<file path="config.mk">
export PLATFORM = sky130hd
export DESIGN_NAME = rtcs_ctrl
export DESIGN_NICKNAME = d
export VERILOG_FILES = /design/src/logic/rtcs_pkg.sv /design/src/logic/rtcs_ctrl.sv /design/src/logic/rtcs_prescaler.sv
export SDC_FILE = /design/constraint.sdc
export NUM_CORES = 1
export LEC_CHECK = 0
export BUFFER_PORTS_ARGS = -buffer_cell sky130_fd_sc_hd__buf_2
export CAP_MARGIN = 5
export CORE_MARGIN = 4
export CORE_UTILIZATION = 45
export DETAILED_ROUTE_END_ITERATION = 8
export GPL_ROUTABILITY_DRIVEN = 1
export GPL_TIMING_DRIVEN = 1
export PLACE_DENSITY = 0.8
export SYNTH_ARGS = -nofsm -noshare
export SYNTH_HDL_FRONTEND = slang
export SYNTH_SLANG_ARGS = --single-unit
</file>
<file path="constraint.sdc">
create_clock -name aclk -period 3.9 [get_ports aclk]
set_input_delay 0.78 -clock aclk [delete_from_list [all_inputs] [get_ports aclk]]
set_output_delay 0.78 -clock aclk [all_outputs]
set_load 0.03 [all_outputs]
</file>
<file path="src/logic/rtcs_pkg.sv">
// Constants, register map and types for the RTC control and read-sync block
package rtcs_pkg;
   // Register indices as printed; byte address is four times the index
   localparam logic [7:0] RTCS_CTRL_IDX = 8'h00;
   localparam logic [7:0] RTCS_READ_SYNC_TRIGGER_IDX = 8'h02;
   localparam logic [7:0] RTCS_STAT_IDX = 8'h0a;
   localparam logic [7:0] RTCS_SNAP_IDX = 8'h10;
   localparam int RTCS_ADDR_SHIFT = 2;
   // Control register field positions
   localparam int RTCS_SOFT_RESET_TRIGGER_BIT = 0;
   localparam int RTCS_ENABLE_BIT = 1;
   localparam int RTCS_MODE_LSB = 2;
   localparam int RTCS_HOUR_BIT = 6;
   localparam int RTCS_CLR_BIT = 7;
   localparam int RTCS_PRESC_LSB = 8;
   // Read-request register field positions
   localparam int RTCS_READ_SYNC_TRIGGER_BIT = 15;
   localparam int RTCS_CONTINUOUS_READ_SYNC_BIT = 14;
   localparam logic [5:0] RTCS_READ_ADDR = 6'h10;
   // Status register field position
   localparam int RTCS_BUSY_BIT = 7;
   // Reset values
   localparam logic [15:0] RTCS_CTRL_RST = 16'h0000;
   localparam logic [15:0] RTCS_READ_SYNC_TRIGGER_RST = 16'h0010;
   localparam logic [3:0] RTCS_PRESC_RST = 4'h0;
   localparam logic [3:0] RTCS_PRESC_MAX = 4'ha;
   localparam logic [31:0] RTCS_SNAP_RST = 32'h0000_0000;
   // Bus responses
   localparam logic [1:0] RTCS_RESP_OKAY = 2'b00;
   localparam logic [1:0] RTCS_RESP_SLVERR = 2'b10;
   // Operating modes
   typedef enum logic [1:0] {
      RTCS_MODE_CNT32 = 2'h0,
      RTCS_MODE_CNT16 = 2'h1,
      RTCS_MODE_CLOCK = 2'h2,
      RTCS_MODE_RSVD = 2'h3
   } rtcs_mode_t;
   // Bus channel states
   typedef enum logic [1:0] {
      RTCS_BUS_IDLE = 2'b00,
      RTCS_BUS_RESP = 2'b01
   } rtcs_bus_t;
endpackage

</file>
<file path="src/logic/rtcs_ctrl.sv">
// RTC control, soft reset and read-synchronisation registers on AXI4-Lite
//
// The implementer's own choice: the AXI4-Lite slave port.
module rtcs_ctrl
   import rtcs_pkg::*;
#(
   parameter int ADDR_W = 8,
   parameter int DIV_W = 10
)
(
   input wire logic aclk,
   input wire logic aresetn,
   input wire logic [ADDR_W-1:0] s_axi_awaddr,
   input wire logic s_axi_awvalid,
   output logic s_axi_awready,
   input wire logic [31:0] s_axi_wdata,
   input wire logic [3:0] s_axi_wstrb,
   input wire logic s_axi_wvalid,
   output logic s_axi_wready,
   output logic [1:0] s_axi_bresp,
   output logic s_axi_bvalid,
   input wire logic s_axi_bready,
   input wire logic [ADDR_W-1:0] s_axi_araddr,
   input wire logic s_axi_arvalid,
   output logic s_axi_arready,
   output logic [31:0] s_axi_rdata,
   output logic [1:0] s_axi_rresp,
   output logic s_axi_rvalid,
   input wire logic s_axi_rready,
   input wire logic rtc_source_clock,
   input wire logic [31:0] count_value,
   input wire logic count_write,
   output logic rtc_counter_clock,
   output logic counter_enabled,
   output logic [1:0] operating_mode,
   output logic [3:0] prescaler_sel,
   output logic clear_on_compare,
   output logic hour_format_select,
   output logic soft_reset_active,
   output logic sync_in_progress,
   output logic [31:0] count_synced
);
   logic tick;
   logic tick_r, tick_nxt;
   // Bus write channel state
   rtcs_bus_t wst_r, wst_nxt;
   logic aw_held_r, aw_held_nxt, w_held_r, w_held_nxt;
   logic [ADDR_W-1:0] awaddr_r, awaddr_nxt;
   logic [31:0] wdata_r, wdata_nxt;
   logic [3:0] wstrb_r, wstrb_nxt;
   logic awready_r, awready_nxt, wready_r, wready_nxt;
   logic bvalid_r, bvalid_nxt;
   logic [1:0] bresp_r, bresp_nxt;
   logic do_wr;
   logic [ADDR_W-1:0] wr_idx;
   // Bus read channel state
   rtcs_bus_t rst_r, rst_nxt;
   logic arready_r, arready_nxt, rvalid_r, rvalid_nxt;
   logic [31:0] rdata_r, rdata_nxt;
   logic [1:0] rresp_r, rresp_nxt;
   logic [ADDR_W-1:0] rd_idx;
   // Control state
   logic enable_r, enable_nxt, active_r, active_nxt;
   rtcs_mode_t mode_r, mode_nxt;
   logic [3:0] presc_r, presc_nxt;
   logic clr_r, clr_nxt, hour_r, hour_nxt;
   logic soft_reset_trigger_r, soft_reset_trigger_nxt, continuous_read_sync_r, continuous_read_sync_nxt;
   logic en_pend_r, en_pend_nxt, rd_pend_r, rd_pend_nxt;
   logic [31:0] snap_r, snap_nxt;
   logic [15:0] ctrl_rd, read_sync_trigger_rd;
   logic [7:0] stat_rd;

   rtcs_prescaler #(.DIV_W(DIV_W)) i_rtcs_prescaler (
      .aclk(aclk),
      .aresetn(aresetn),
      .src_clk(rtc_source_clock),
      .presc(presc_r),
      .tick(tick)
   );

   // Readback images with reserved bits zero
   always_comb
   begin
      ctrl_rd = RTCS_CTRL_RST;
      ctrl_rd[RTCS_PRESC_LSB +: 4] = presc_r;
      ctrl_rd[RTCS_CLR_BIT] = clr_r;
      ctrl_rd[RTCS_HOUR_BIT] = hour_r;
      ctrl_rd[RTCS_MODE_LSB +: 2] = mode_r;
      ctrl_rd[RTCS_ENABLE_BIT] = enable_r;
      ctrl_rd[RTCS_SOFT_RESET_TRIGGER_BIT] = soft_reset_trigger_r;
      read_sync_trigger_rd = 16'h0000;
      read_sync_trigger_rd[5:0] = RTCS_READ_ADDR;
      read_sync_trigger_rd[RTCS_CONTINUOUS_READ_SYNC_BIT] = continuous_read_sync_r;
      stat_rd = 8'h00;
      stat_rd[RTCS_BUSY_BIT] = en_pend_r | rd_pend_r | soft_reset_trigger_r;
   end

   // Write channel: take address and data in either order, then respond
   always_comb
   begin
      wst_nxt = wst_r;
      aw_held_nxt = aw_held_r;
      w_held_nxt = w_held_r;
      awaddr_nxt = awaddr_r;
      wdata_nxt = wdata_r;
      wstrb_nxt = wstrb_r;
      bvalid_nxt = bvalid_r;
      bresp_nxt = bresp_r;
      do_wr = 1'b0;
      wr_idx = awaddr_r >> RTCS_ADDR_SHIFT;
      if (s_axi_awvalid && awready_r)
      begin
         aw_held_nxt = 1'b1;
         awaddr_nxt = s_axi_awaddr;
      end
      if (s_axi_wvalid && wready_r)
      begin
         w_held_nxt = 1'b1;
         wdata_nxt = s_axi_wdata;
         wstrb_nxt = s_axi_wstrb;
      end
      case (wst_r)
         RTCS_BUS_IDLE:
         begin
            if (aw_held_r && w_held_r)
            begin
               do_wr = 1'b1;
               aw_held_nxt = 1'b0;
               w_held_nxt = 1'b0;
               bvalid_nxt = 1'b1;
               bresp_nxt = (wr_idx == ADDR_W'(RTCS_CTRL_IDX) ||
                            wr_idx == ADDR_W'(RTCS_READ_SYNC_TRIGGER_IDX) ||
                            wr_idx == ADDR_W'(RTCS_STAT_IDX) ||
                            wr_idx == ADDR_W'(RTCS_SNAP_IDX)) ?
                           RTCS_RESP_OKAY : RTCS_RESP_SLVERR;
               wst_nxt = RTCS_BUS_RESP;
            end
         end
         RTCS_BUS_RESP:
         begin
            if (s_axi_bready)
            begin
               bvalid_nxt = 1'b0;
               wst_nxt = RTCS_BUS_IDLE;
            end
         end
         default:
         begin
            wst_nxt = RTCS_BUS_IDLE;
         end
      endcase
      awready_nxt = !aw_held_nxt;
      wready_nxt = !w_held_nxt;
   end

   // Register write channel
   always_ff @(posedge aclk)
   begin
      if (!aresetn)
      begin
         wst_r <= RTCS_BUS_IDLE;
         aw_held_r <= 1'b0;
         w_held_r <= 1'b0;
         awaddr_r <= '0;
         wdata_r <= '0;
         wstrb_r <= '0;
         awready_r <= 1'b0;
         wready_r <= 1'b0;
         bvalid_r <= 1'b0;
         bresp_r <= RTCS_RESP_OKAY;
      end
      else
      begin
         wst_r <= wst_nxt;
         aw_held_r <= aw_held_nxt;
         w_held_r <= w_held_nxt;
         awaddr_r <= awaddr_nxt;
         wdata_r <= wdata_nxt;
         wstrb_r <= wstrb_nxt;
         awready_r <= awready_nxt;
         wready_r <= wready_nxt;
         bvalid_r <= bvalid_nxt;
         bresp_r <= bresp_nxt;
      end
   end

   // Read channel: one word per request, answered the cycle after it is taken
   always_comb
   begin
      rst_nxt = rst_r;
      arready_nxt = arready_r;
      rvalid_nxt = rvalid_r;
      rdata_nxt = rdata_r;
      rresp_nxt = rresp_r;
      rd_idx = s_axi_araddr >> RTCS_ADDR_SHIFT;
      case (rst_r)
         RTCS_BUS_IDLE:
         begin
            arready_nxt = 1'b1;
            if (s_axi_arvalid && arready_r)
            begin
               arready_nxt = 1'b0;
               rvalid_nxt = 1'b1;
               rresp_nxt = RTCS_RESP_OKAY;
               rst_nxt = RTCS_BUS_RESP;
               if (rd_idx == ADDR_W'(RTCS_CTRL_IDX))
                  rdata_nxt = {16'h0000, ctrl_rd};
               else if (rd_idx == ADDR_W'(RTCS_READ_SYNC_TRIGGER_IDX))
                  rdata_nxt = {16'h0000, read_sync_trigger_rd};
               else if (rd_idx == ADDR_W'(RTCS_STAT_IDX))
                  rdata_nxt = {24'h000000, stat_rd};
               else if (rd_idx == ADDR_W'(RTCS_SNAP_IDX))
                  rdata_nxt = snap_r;
               else
               begin
                  rdata_nxt = 32'h0000_0000;
                  rresp_nxt = RTCS_RESP_SLVERR;
               end
            end
         end
         RTCS_BUS_RESP:
         begin
            arready_nxt = 1'b0;
            if (s_axi_rready)
            begin
               rvalid_nxt = 1'b0;
               arready_nxt = 1'b1;
               rst_nxt = RTCS_BUS_IDLE;
            end
         end
         default:
         begin
            rst_nxt = RTCS_BUS_IDLE;
         end
      endcase
   end

   // Register read channel
   always_ff @(posedge aclk)
   begin
      if (!aresetn)
      begin
         rst_r <= RTCS_BUS_IDLE;
         arready_r <= 1'b0;
         rvalid_r <= 1'b0;
         rdata_r <= 32'h0000_0000;
         rresp_r <= RTCS_RESP_OKAY;
      end
      else
      begin
         rst_r <= rst_nxt;
         arready_r <= arready_nxt;
         rvalid_r <= rvalid_nxt;
         rdata_r <= rdata_nxt;
         rresp_r <= rresp_nxt;
      end
   end

   // Control registers and completion of synchronised operations on ticks
   always_comb
   begin
      enable_nxt = enable_r;
      active_nxt = active_r;
      mode_nxt = mode_r;
      presc_nxt = presc_r;
      clr_nxt = clr_r;
      hour_nxt = hour_r;
      soft_reset_trigger_nxt = soft_reset_trigger_r;
      continuous_read_sync_nxt = continuous_read_sync_r;
      en_pend_nxt = en_pend_r;
      rd_pend_nxt = rd_pend_r;
      snap_nxt = snap_r;
      // Counter-domain completion; a same-cycle new request wins below
      if (tick)
      begin
         if (soft_reset_trigger_r)
            soft_reset_trigger_nxt = 1'b0;
         if (en_pend_r)
         begin
            active_nxt = enable_r;
            en_pend_nxt = 1'b0;
         end
         if (rd_pend_r || continuous_read_sync_r)
         begin
            snap_nxt = count_value;
            rd_pend_nxt = 1'b0;
         end
      end
      if (count_write)
         continuous_read_sync_nxt = 1'b0;
      if (do_wr && !soft_reset_trigger_r && wr_idx == ADDR_W'(RTCS_CTRL_IDX) && wstrb_r[0] &&
          wdata_r[RTCS_SOFT_RESET_TRIGGER_BIT])
      begin
         // Reset wins over everything else in the same write
         enable_nxt = 1'b0;
         active_nxt = 1'b0;
         mode_nxt = RTCS_MODE_CNT32;
         presc_nxt = RTCS_PRESC_RST;
         clr_nxt = 1'b0;
         hour_nxt = 1'b0;
         continuous_read_sync_nxt = 1'b0;
         en_pend_nxt = 1'b0;
         rd_pend_nxt = 1'b0;
         snap_nxt = RTCS_SNAP_RST;
         soft_reset_trigger_nxt = 1'b1;
      end
      else if (do_wr && !soft_reset_trigger_r && wr_idx == ADDR_W'(RTCS_CTRL_IDX))
      begin
         if (wstrb_r[0])
         begin
            enable_nxt = wdata_r[RTCS_ENABLE_BIT];
            // Only a real enable or disable needs the handshake
            if (wdata_r[RTCS_ENABLE_BIT] != enable_r)
               en_pend_nxt = 1'b1;
            // Reserved mode code clamps to calendar
            mode_nxt = (wdata_r[RTCS_MODE_LSB +: 2] == RTCS_MODE_RSVD) ? RTCS_MODE_CLOCK :
                       rtcs_mode_t'(wdata_r[RTCS_MODE_LSB +: 2]);
            if (!enable_r)
            begin
               clr_nxt = wdata_r[RTCS_CLR_BIT];
               hour_nxt = wdata_r[RTCS_HOUR_BIT];
            end
         end
         if (wstrb_r[1])
         begin
            // Reserved divide codes clamp to the largest
            presc_nxt = (wdata_r[RTCS_PRESC_LSB +: 4] > RTCS_PRESC_MAX) ? RTCS_PRESC_MAX :
                        wdata_r[RTCS_PRESC_LSB +: 4];
         end
      end
      else if (do_wr && !soft_reset_trigger_r && wr_idx == ADDR_W'(RTCS_READ_SYNC_TRIGGER_IDX) && wstrb_r[1])
      begin
         continuous_read_sync_nxt = wdata_r[RTCS_CONTINUOUS_READ_SYNC_BIT];
         if (wdata_r[RTCS_READ_SYNC_TRIGGER_BIT])
            rd_pend_nxt = 1'b1;
      end
      // Ticks pass only while the counter is, or is becoming, enabled
      tick_nxt = tick & active_nxt;
   end

   // Register control state
   always_ff @(posedge aclk)
   begin
      if (!aresetn)
      begin
         enable_r <= 1'b0;
         active_r <= 1'b0;
         mode_r <= RTCS_MODE_CNT32;
         presc_r <= RTCS_PRESC_RST;
         clr_r <= 1'b0;
         hour_r <= 1'b0;
         soft_reset_trigger_r <= 1'b0;
         continuous_read_sync_r <= 1'b0;
         en_pend_r <= 1'b0;
         rd_pend_r <= 1'b0;
         snap_r <= RTCS_SNAP_RST;
         tick_r <= 1'b0;
      end
      else
      begin
         enable_r <= enable_nxt;
         active_r <= active_nxt;
         mode_r <= mode_nxt;
         presc_r <= presc_nxt;
         clr_r <= clr_nxt;
         hour_r <= hour_nxt;
         soft_reset_trigger_r <= soft_reset_trigger_nxt;
         continuous_read_sync_r <= continuous_read_sync_nxt;
         en_pend_r <= en_pend_nxt;
         rd_pend_r <= rd_pend_nxt;
         snap_r <= snap_nxt;
         tick_r <= tick_nxt;
      end
   end

   // Output flops
   logic clr_eff_r, hour_eff_r, busy_r;
   always_ff @(posedge aclk)
   begin
      if (!aresetn)
      begin
         clr_eff_r <= 1'b0;
         hour_eff_r <= 1'b0;
         busy_r <= 1'b0;
      end
      else
      begin
         clr_eff_r <= clr_nxt && (mode_nxt != RTCS_MODE_CNT16);
         hour_eff_r <= hour_nxt && (mode_nxt == RTCS_MODE_CLOCK);
         busy_r <= en_pend_nxt | rd_pend_nxt | soft_reset_trigger_nxt;
      end
   end

   assign s_axi_awready = awready_r;
   assign s_axi_wready = wready_r;
   assign s_axi_bvalid = bvalid_r;
   assign s_axi_bresp = bresp_r;
   assign s_axi_arready = arready_r;
   assign s_axi_rvalid = rvalid_r;
   assign s_axi_rdata = rdata_r;
   assign s_axi_rresp = rresp_r;
   assign rtc_counter_clock = tick_r;
   assign counter_enabled = active_r;
   assign operating_mode = mode_r;
   assign prescaler_sel = presc_r;
   assign clear_on_compare = clr_eff_r;
   assign hour_format_select = hour_eff_r;
   assign soft_reset_active = soft_reset_trigger_r;
   assign sync_in_progress = busy_r;
   assign count_synced = snap_r;
endmodule

</file>
<file path="src/logic/rtcs_prescaler.sv">
// Power-of-two divider turning source clock edges into counter clock ticks
module rtcs_prescaler
   import rtcs_pkg::*;
#(
   parameter int DIV_W = 10
)
(
   input wire logic aclk,
   input wire logic aresetn,
   input wire logic src_clk,
   input wire logic [3:0] presc,
   output logic tick
);
   logic src_prev_r, src_prev_nxt;
   logic [DIV_W-1:0] cnt_r, cnt_nxt;
   logic tick_r, tick_nxt;
   logic [DIV_W-1:0] mask;

   // Count rising source edges, tick on every 2^presc-th one
   always_comb
   begin
      mask = DIV_W'((1 << presc) - 1);
      src_prev_nxt = src_clk;
      cnt_nxt = cnt_r;
      tick_nxt = 1'b0;
      if (src_clk && !src_prev_r)
      begin
         cnt_nxt = cnt_r + 1'b1;
         if ((cnt_r & mask) == mask)
         begin
            tick_nxt = 1'b1;
         end
      end
   end

   // Register divider state
   always_ff @(posedge aclk)
   begin
      if (!aresetn)
      begin
         src_prev_r <= 1'b0;
         cnt_r <= '0;
         tick_r <= 1'b0;
      end
      else
      begin
         src_prev_r <= src_prev_nxt;
         cnt_r <= cnt_nxt;
         tick_r <= tick_nxt;
      end
   end

   assign tick = tick_r;
endmodule

</file>
After elaboration in Yosys (flattened, before gate mapping)
Cells that the tools add are included.
{"block": "word_totals", "register_bits": 135, "inputBits": 93, "out_inout_bits": 85, "wordCells": 164}
{"block": "classes", "addsub": 2, "n_lt_le_gt_ge": 1, "eq_ne": 17, "shifts": 1, "muxes": 65, "bitwise_logic": 7, "n_reduce_logical": 38}
{"cell": "2-to-1 mux 32 bit", "n": 4}
{"cell": "2-to-1 mux 1 bit", "n": 42}
{"cell": "2-to-1 mux 2 bit", "n": 13}
{"cell": "zero test 8 bit", "n": 2}
{"cell": "AND reduction 2 bit", "n": 8}
{"cell": "logical AND 1 bit", "n": 13}
{"cell": "equality test 6 x 2 -> 1 bit, second input constant", "n": 2}
{"cell": "equality test 6 x 4 -> 1 bit, second input constant", "n": 2}
{"cell": "equality test 6 x 5 -> 1 bit, second input constant", "n": 2}
{"cell": "adder 10 x 1 -> 10 bit, second input constant", "n": 1}
{"cell": "AND 10 bit", "n": 1}
{"cell": "equality test 10 bit", "n": 1}
{"cell": "left shift 1 x 4 -> 10 bit, first input constant", "n": 1}
{"cell": "subtractor 10 x 2 -> 10 bit, second input constant", "n": 1}
{"cell": "!= test 2 bit, second input constant", "n": 4}
{"cell": "one-hot mux 2 bit (2 select lines)", "n": 2}
{"cell": "one-hot mux 1 bit (2 select lines)", "n": 3}
{"cell": "AND reduction 3 bit", "n": 2}
{"cell": "equality test 2 x 1 -> 1 bit, second input constant", "n": 2}
{"cell": "equality test 2 bit, second input constant", "n": 2}
{"cell": "greater-than comparator 4 bit, second input constant", "n": 1}
{"cell": "zero test 1 bit", "n": 4}
{"cell": "zero test 2 bit", "n": 2}
{"cell": "logical OR 1 bit", "n": 4}
{"cell": "other kinds (8)", "n": 12}

Logic depth before layout (Yosys ltp)
{"block": "logic_depth", "depth_word": 11, "ltp_mapped": 9, "mapped_depth_nobuf": 8}

Hierarchy
From an unflattened synthesis, not the netlist that was laid out.
{"block": "hier_totals", "hier_cells": 579, "hier_area_um2": 4973.5}
{"mod": "rtcs_ctrl", "instances": 1, "cells_each": 502, "area_per_inst_um2": 4300.4, "seq_area_each_um2": 2222.1}
{"mod": "rtcs_prescaler", "instances": 1, "cells_each": 77, "area_per_inst_um2": 673.1, "seq_area_each_um2": 240.2}

Worst setup path before layout
OpenSTA, ideal clock, no wires.
{"block": "synth_path", "path_type": "input-to-reg", "startpoint": "input s_axi_arvalid", "endpoint": "register rdata_r[10] (netlist: s_axi_rdata[10])", "setup_ns": 0.123, "t_arrival_ns": 1.738, "required_ns": 3.777, "path_slack_ns": 2.039, "path_stages": 6, "n_path_buf": 2, "path_cell_list": "nand2_1 > or2_2 > clkbuf_1 > clkbuf_1 > a221oi_1 > nor2_1"}
{"block": "synth_between", "elab_chain_len": 2}
{"element": "from (decl)", "line": "rtcs_ctrl.sv:24", "source": "input wire logic s_axi_arvalid,"}
{"element": "logical AND 1 bit", "line": "rtcs_ctrl.sv:200", "source": "if (s_axi_arvalid && arready_r)"}
{"element": "AND reduction 2 bit (no source line)"}
{"element": "to (signal assigned)", "line": "rtcs_ctrl.sv:254", "source": "rdata_r <= rdata_nxt;"}
{"element": "to (decl)", "line": "rtcs_ctrl.sv:59", "source": "logic [31:0] rdata_r, rdata_nxt;"}
Every way passes these cells.
A chain may end at the register's enable or synchronous reset.

Worst setup path after layout
{"block": "layout_path", "startpoint": "register soft_reset_trigger_r (netlist: soft_reset_active)", "endpoint": "register clr_eff_r (netlist: clear_on_compare)"}
{"block": "layout_between", "elab_chain_len": 8, "word_cells_on_any_way": 11, "classes_between": "eq/ne: 1; mux: 4; reduce/logical: 6"}
{"element": "from (decl)", "line": "rtcs_ctrl.sv:67", "source": "logic soft_reset_trigger_r, soft_reset_trigger_nxt, continuous_read_sync_r, continuous_read_sync_nxt;"}
{"element": "from (signal assigned)", "line": "rtcs_ctrl.sv:367", "source": "soft_reset_trigger_r <= soft_reset_trigger_nxt;"}
{"element": "zero test 1 bit *", "line": "rtcs_ctrl.sv:291, rtcs_ctrl.sv:307"}
{"element": "logical AND 1 bit * (2 in series)", "line": "rtcs_ctrl.sv:291, rtcs_ctrl.sv:307"}
{"element": "logical AND 1 bit (2 in series)", "line": "rtcs_ctrl.sv:291", "source": "if (do_wr && !soft_reset_trigger_r && wr_idx == ADDR_W'(RTCS_CTRL_IDX) && wstrb_r[0] &&"}
{"element": "2-to-1 mux 2 bit", "line": "rtcs_ctrl.sv:291"}
{"element": "!= test 2 x 1 -> 1 bit", "line": "rtcs_ctrl.sv:388", "source": "clr_eff_r <= clr_nxt && (mode_nxt != RTCS_MODE_CNT16);"}
{"element": "logical AND 1 bit *", "line": "rtcs_ctrl.sv:388"}
{"element": "to (signal assigned)", "line": "rtcs_ctrl.sv:388"}
{"element": "to (decl)", "line": "rtcs_ctrl.sv:377", "source": "logic clr_eff_r, hour_eff_r, busy_r;"}
Mark *: on every way between the ends. The rest lies on a longest branch, timed or not.

==> run summary <==
Status: finished clean
CTS Hold Bufs: 0
Average wire per standard cell: 15.7 um
Hold Vio Cnt, Final: 0
Resized cells post-CTS: 0
Cell family with most CP delay: simple AND/OR/NAND/NOR gates
Placer Congestion: 0.843
Yosys warnings: 0
Critical Path Max Stage Delay: 530 ps
# diodes: 0
Comb power frac: 0.062
Number of flops mapped to enable cells by yosys: 0
CP Launch Type: flip-flop
Final WL: 13600 um
Die Ht: 112 um
Number of max-cap violations: 0
Clock transition at the registers of the reported paths: 60 ps
Post-layout util: 0.594
Hold Crit Start: s_axi_rdata[5]$_SDFFE_PN0P_
Critical R2R Launch: soft_reset_active$_SDFF_PN0_
WHS Path Cells: 2
Setup Buffers After CTS: 0
Root buffer cell: clkbuf_8
Crit path launch: soft_reset_active$_SDFF_PN0_
CP max FO: 26
Initial antenna violation count: 0
Port buffer count: 149
P_int: 0.00221 W
Residual DRC count: 0
DP Wirelength: 9300 um
Num CTS Buffers: 17
Pins Over Slew Limit: 0
Final Skew: 8.96 ps
Crit path buf inv count: 1
Clock Path Buffers: 2
Synthesized area: 0.00483 mm^2
Gate Count Post-Synth: 583
Final #Nets: 810
Hold WC Path Type: reg2reg
Core ar.: 0.0104 mm^2
First-pass GRT wire length: 21800 um
Htree depth: 4
Grt total ovfl: 0
Layout cells sized above 1: 0.272
DR iter-0 viols: 348
Yosys reg bits: 123
RSZ-0062 raised after global routing: false
Register share of total power: 0.447
Sw power: 0.000717 W
CP max-delay cell: o21ai_4
Via/cell ratio: 5.23
Count of final setup violators: 0
Logic depth of the worst setup path including buffers: 6
Peak supply drop: 0.272 mV
Post-layout min period: 2310 ps
P per Cell Area: 475 mW/mm^2
WP data required: 4300 ps
Pin count of the biggest net entering global routing: 38
Worst EP arrival: 2710 ps
TritonCTS clock tree: yes
Number of global-route vias before repair: 4418
Area grow syn2layout: 27.5%
Seq/Total Area, Yosys: 0.510
Most used DFF post-synth: dfxtp_1
Clk_lat worst skew: 510 ps
Crit path kind: reg2reg
GRT Total Usage: 0.215
Cell variety after synth: 54
Pleak: 2.59 nW
Worst slew pin tran: 1220 ps
Row count: 37
Initial DRT Pass Iterations: 5
CTS sink cnt: 123
Switching part of the total power: 0.245
IO Count: 178
Die ar.: 0.0125 mm^2
Routed Antenna Nets: 0
Final Cycle Share: 0.592
Via count: 4516
Initial Utilization: 0.466
Max Clock Freq: 0.433 GHz
Worst Reg-to-Reg Cells: 6
Setup total negative slack: 0 ps
Die X: 112 um
Ys async rst share: 0
Crit path capture type: flip-flop
Power share of the clock group: 0.492
Mean area per synthesized cell: 8.28 um^2
Worst path cell trace: and4bb_1 -> nand4_2 -> o21ai_4 -> buf_4 -> nor2_1 -> o211a_1
Rel. slew slack: 0.187
==> area by class of cell <==
cell class | instances | area, um^2
multi-input combinational | 416 | 2180
timing repair buffer | 154 | 783
tap | 136 | 170
sequential | 123 | 2460
clock inverter | 14 | 124
inverter | 3 | 11.3
clock buffer | 18 | 428
fill | 917 | 4220
==> power by group through the flow <==
stage	clock, W	combinational [W]	sequential [W]
2_1_floorplan	0	0.0000907	0.00135
3_3_place_gp	0	0.000175	0.00133
3_5_place_dp	0	0.000179	0.00133
4_1_cts	0.00146	0.000180	0.00131
5_1_grt	0.00152	0.000198	0.00131
6_report	0.00144	0.000180	0.00131
==> Yosys cell counts (2+ instances only) <==
master,number,area (um^2)
o21ai_1,3,15.0
nor4b_1,2,17.5
o21a_1,2,15.0
a221oi_1,10,87.6
and3_1,3,18.8
o21ai_0,16,80.1
and2_1,5,31.3
nor2_1,38,143
dfxtp_1,123,2460
buf_2,9,45.0
nand2b_1,6,37.5
a21oi_1,89,445
buf_6,2,22.5
and3b_1,2,17.5
nand4_1,6,37.5
xnor2_1,3,26.3
nand2_1,141,529
inv_1,2,7.51
buf_1,3,11.3
buf_4,3,22.5
nor3_2,2,20.0
ha_1,2,25.0
xor2_1,8,70.1
a31oi_1,2,12.5
nand3b_1,3,22.5
mux2i_1,7,70.1
nand3_1,29,145
clkbuf_1,25,93.8
nor3_1,5,25.0
nor2b_1,8,50.1
==> through the flow <==
step                hold slack, ps  instances  setup WS (ps)  total power, W  area, um^2
detailed placement             443        832           1320         0.00151        5600
CTS                            452        864           1570         0.00294        6150
finish                         452        864           1590         0.00292        6150
floorplan                      436        584           2040         0.00144        4830
global placement               437        832           1370         0.00150        5600
global route                   461        864           1440         0.00302        6150
==> metal layers <==
layer	up-vias	track usage	routed length (um)
li1	2236	-	-
met1	2109	0.263	5700
met2	148	0.370	6810
met3	23	0.0505	797
met4	0	0.0803	250
met5	-	0	0
==> sequential cells by signal, indices dropped and copies added, names as in the netlist, 2 cells and up <==
signal                  flops
i_rtcs_prescaler.cnt_r     10
wdata_r                    12
prescaler_sel               4
wstrb_r                     2
s_axi_rdata                32
count_synced               32
awaddr_r                    6
operating_mode              2
==> tightest hold or removal path, stage by stage (launching register included) <==
cell and delay (ps):
dfxtp_1 310, nand2_1 50, a21oi_1 50
==> kinds of logic (layout without fill, tap and decap cells) <==
group           count (synthesis)  count (layout)  share of synthesized area
simple gates                  259             259                      0.247
compound gates                135             135                      0.160
flops                         123             123                      0.510
buf+inv                        45             189                     0.0428
xor+xnor                       11              11                     0.0200
mux                             7               7                     0.0145
fa+ha+maj                       2               2                    0.00518
other cells                     1               2                   0.000777
==> worst paths after layout <==
kind,to,slack (ps)
setup / recovery,clear_on_compare$_SDFF_PN0_,1590
hold / removal,s_axi_rdata[5]$_SDFFE_PN0P_,450
setup reg to reg,clear_on_compare$_SDFF_PN0_,1590
hold reg to reg,s_axi_rdata[5]$_SDFFE_PN0P_,450
==> placed cells by master, fill, tap and decap left out, types with 3 or more instances in the layout <==
| cell type | synthesis | final |
|---|---|---|
| nor2_1 | 38 | 37 |
| clkinvlp_4 | 0 | 7 |
| nand4_1 | 6 | 6 |
| clkbuf_16 | 0 | 16 |
| nand2_1 | 141 | 141 |
| xnor2_1 | 3 | 3 |
| dfxtp_1 | 123 | 123 |
| o21ai_0 | 16 | 16 |
| and2_1 | 5 | 5 |
| mux2i_1 | 7 | 7 |
| nor3_1 | 5 | 5 |
| a21oi_1 | 89 | 89 |
| nand3_1 | 29 | 29 |
| xor2_1 | 8 | 8 |
| a221oi_1 | 10 | 10 |
| nand2b_1 | 6 | 6 |
| buf_2 | 9 | 149 |
| nor2b_1 | 8 | 8 |
| nand3b_1 | 3 | 3 |
| and3_1 | 3 | 3 |
| clkinv_2 | 0 | 3 |
| buf_4 | 3 | 5 |
Note: power is estimated with default switching activity, not from simulation.
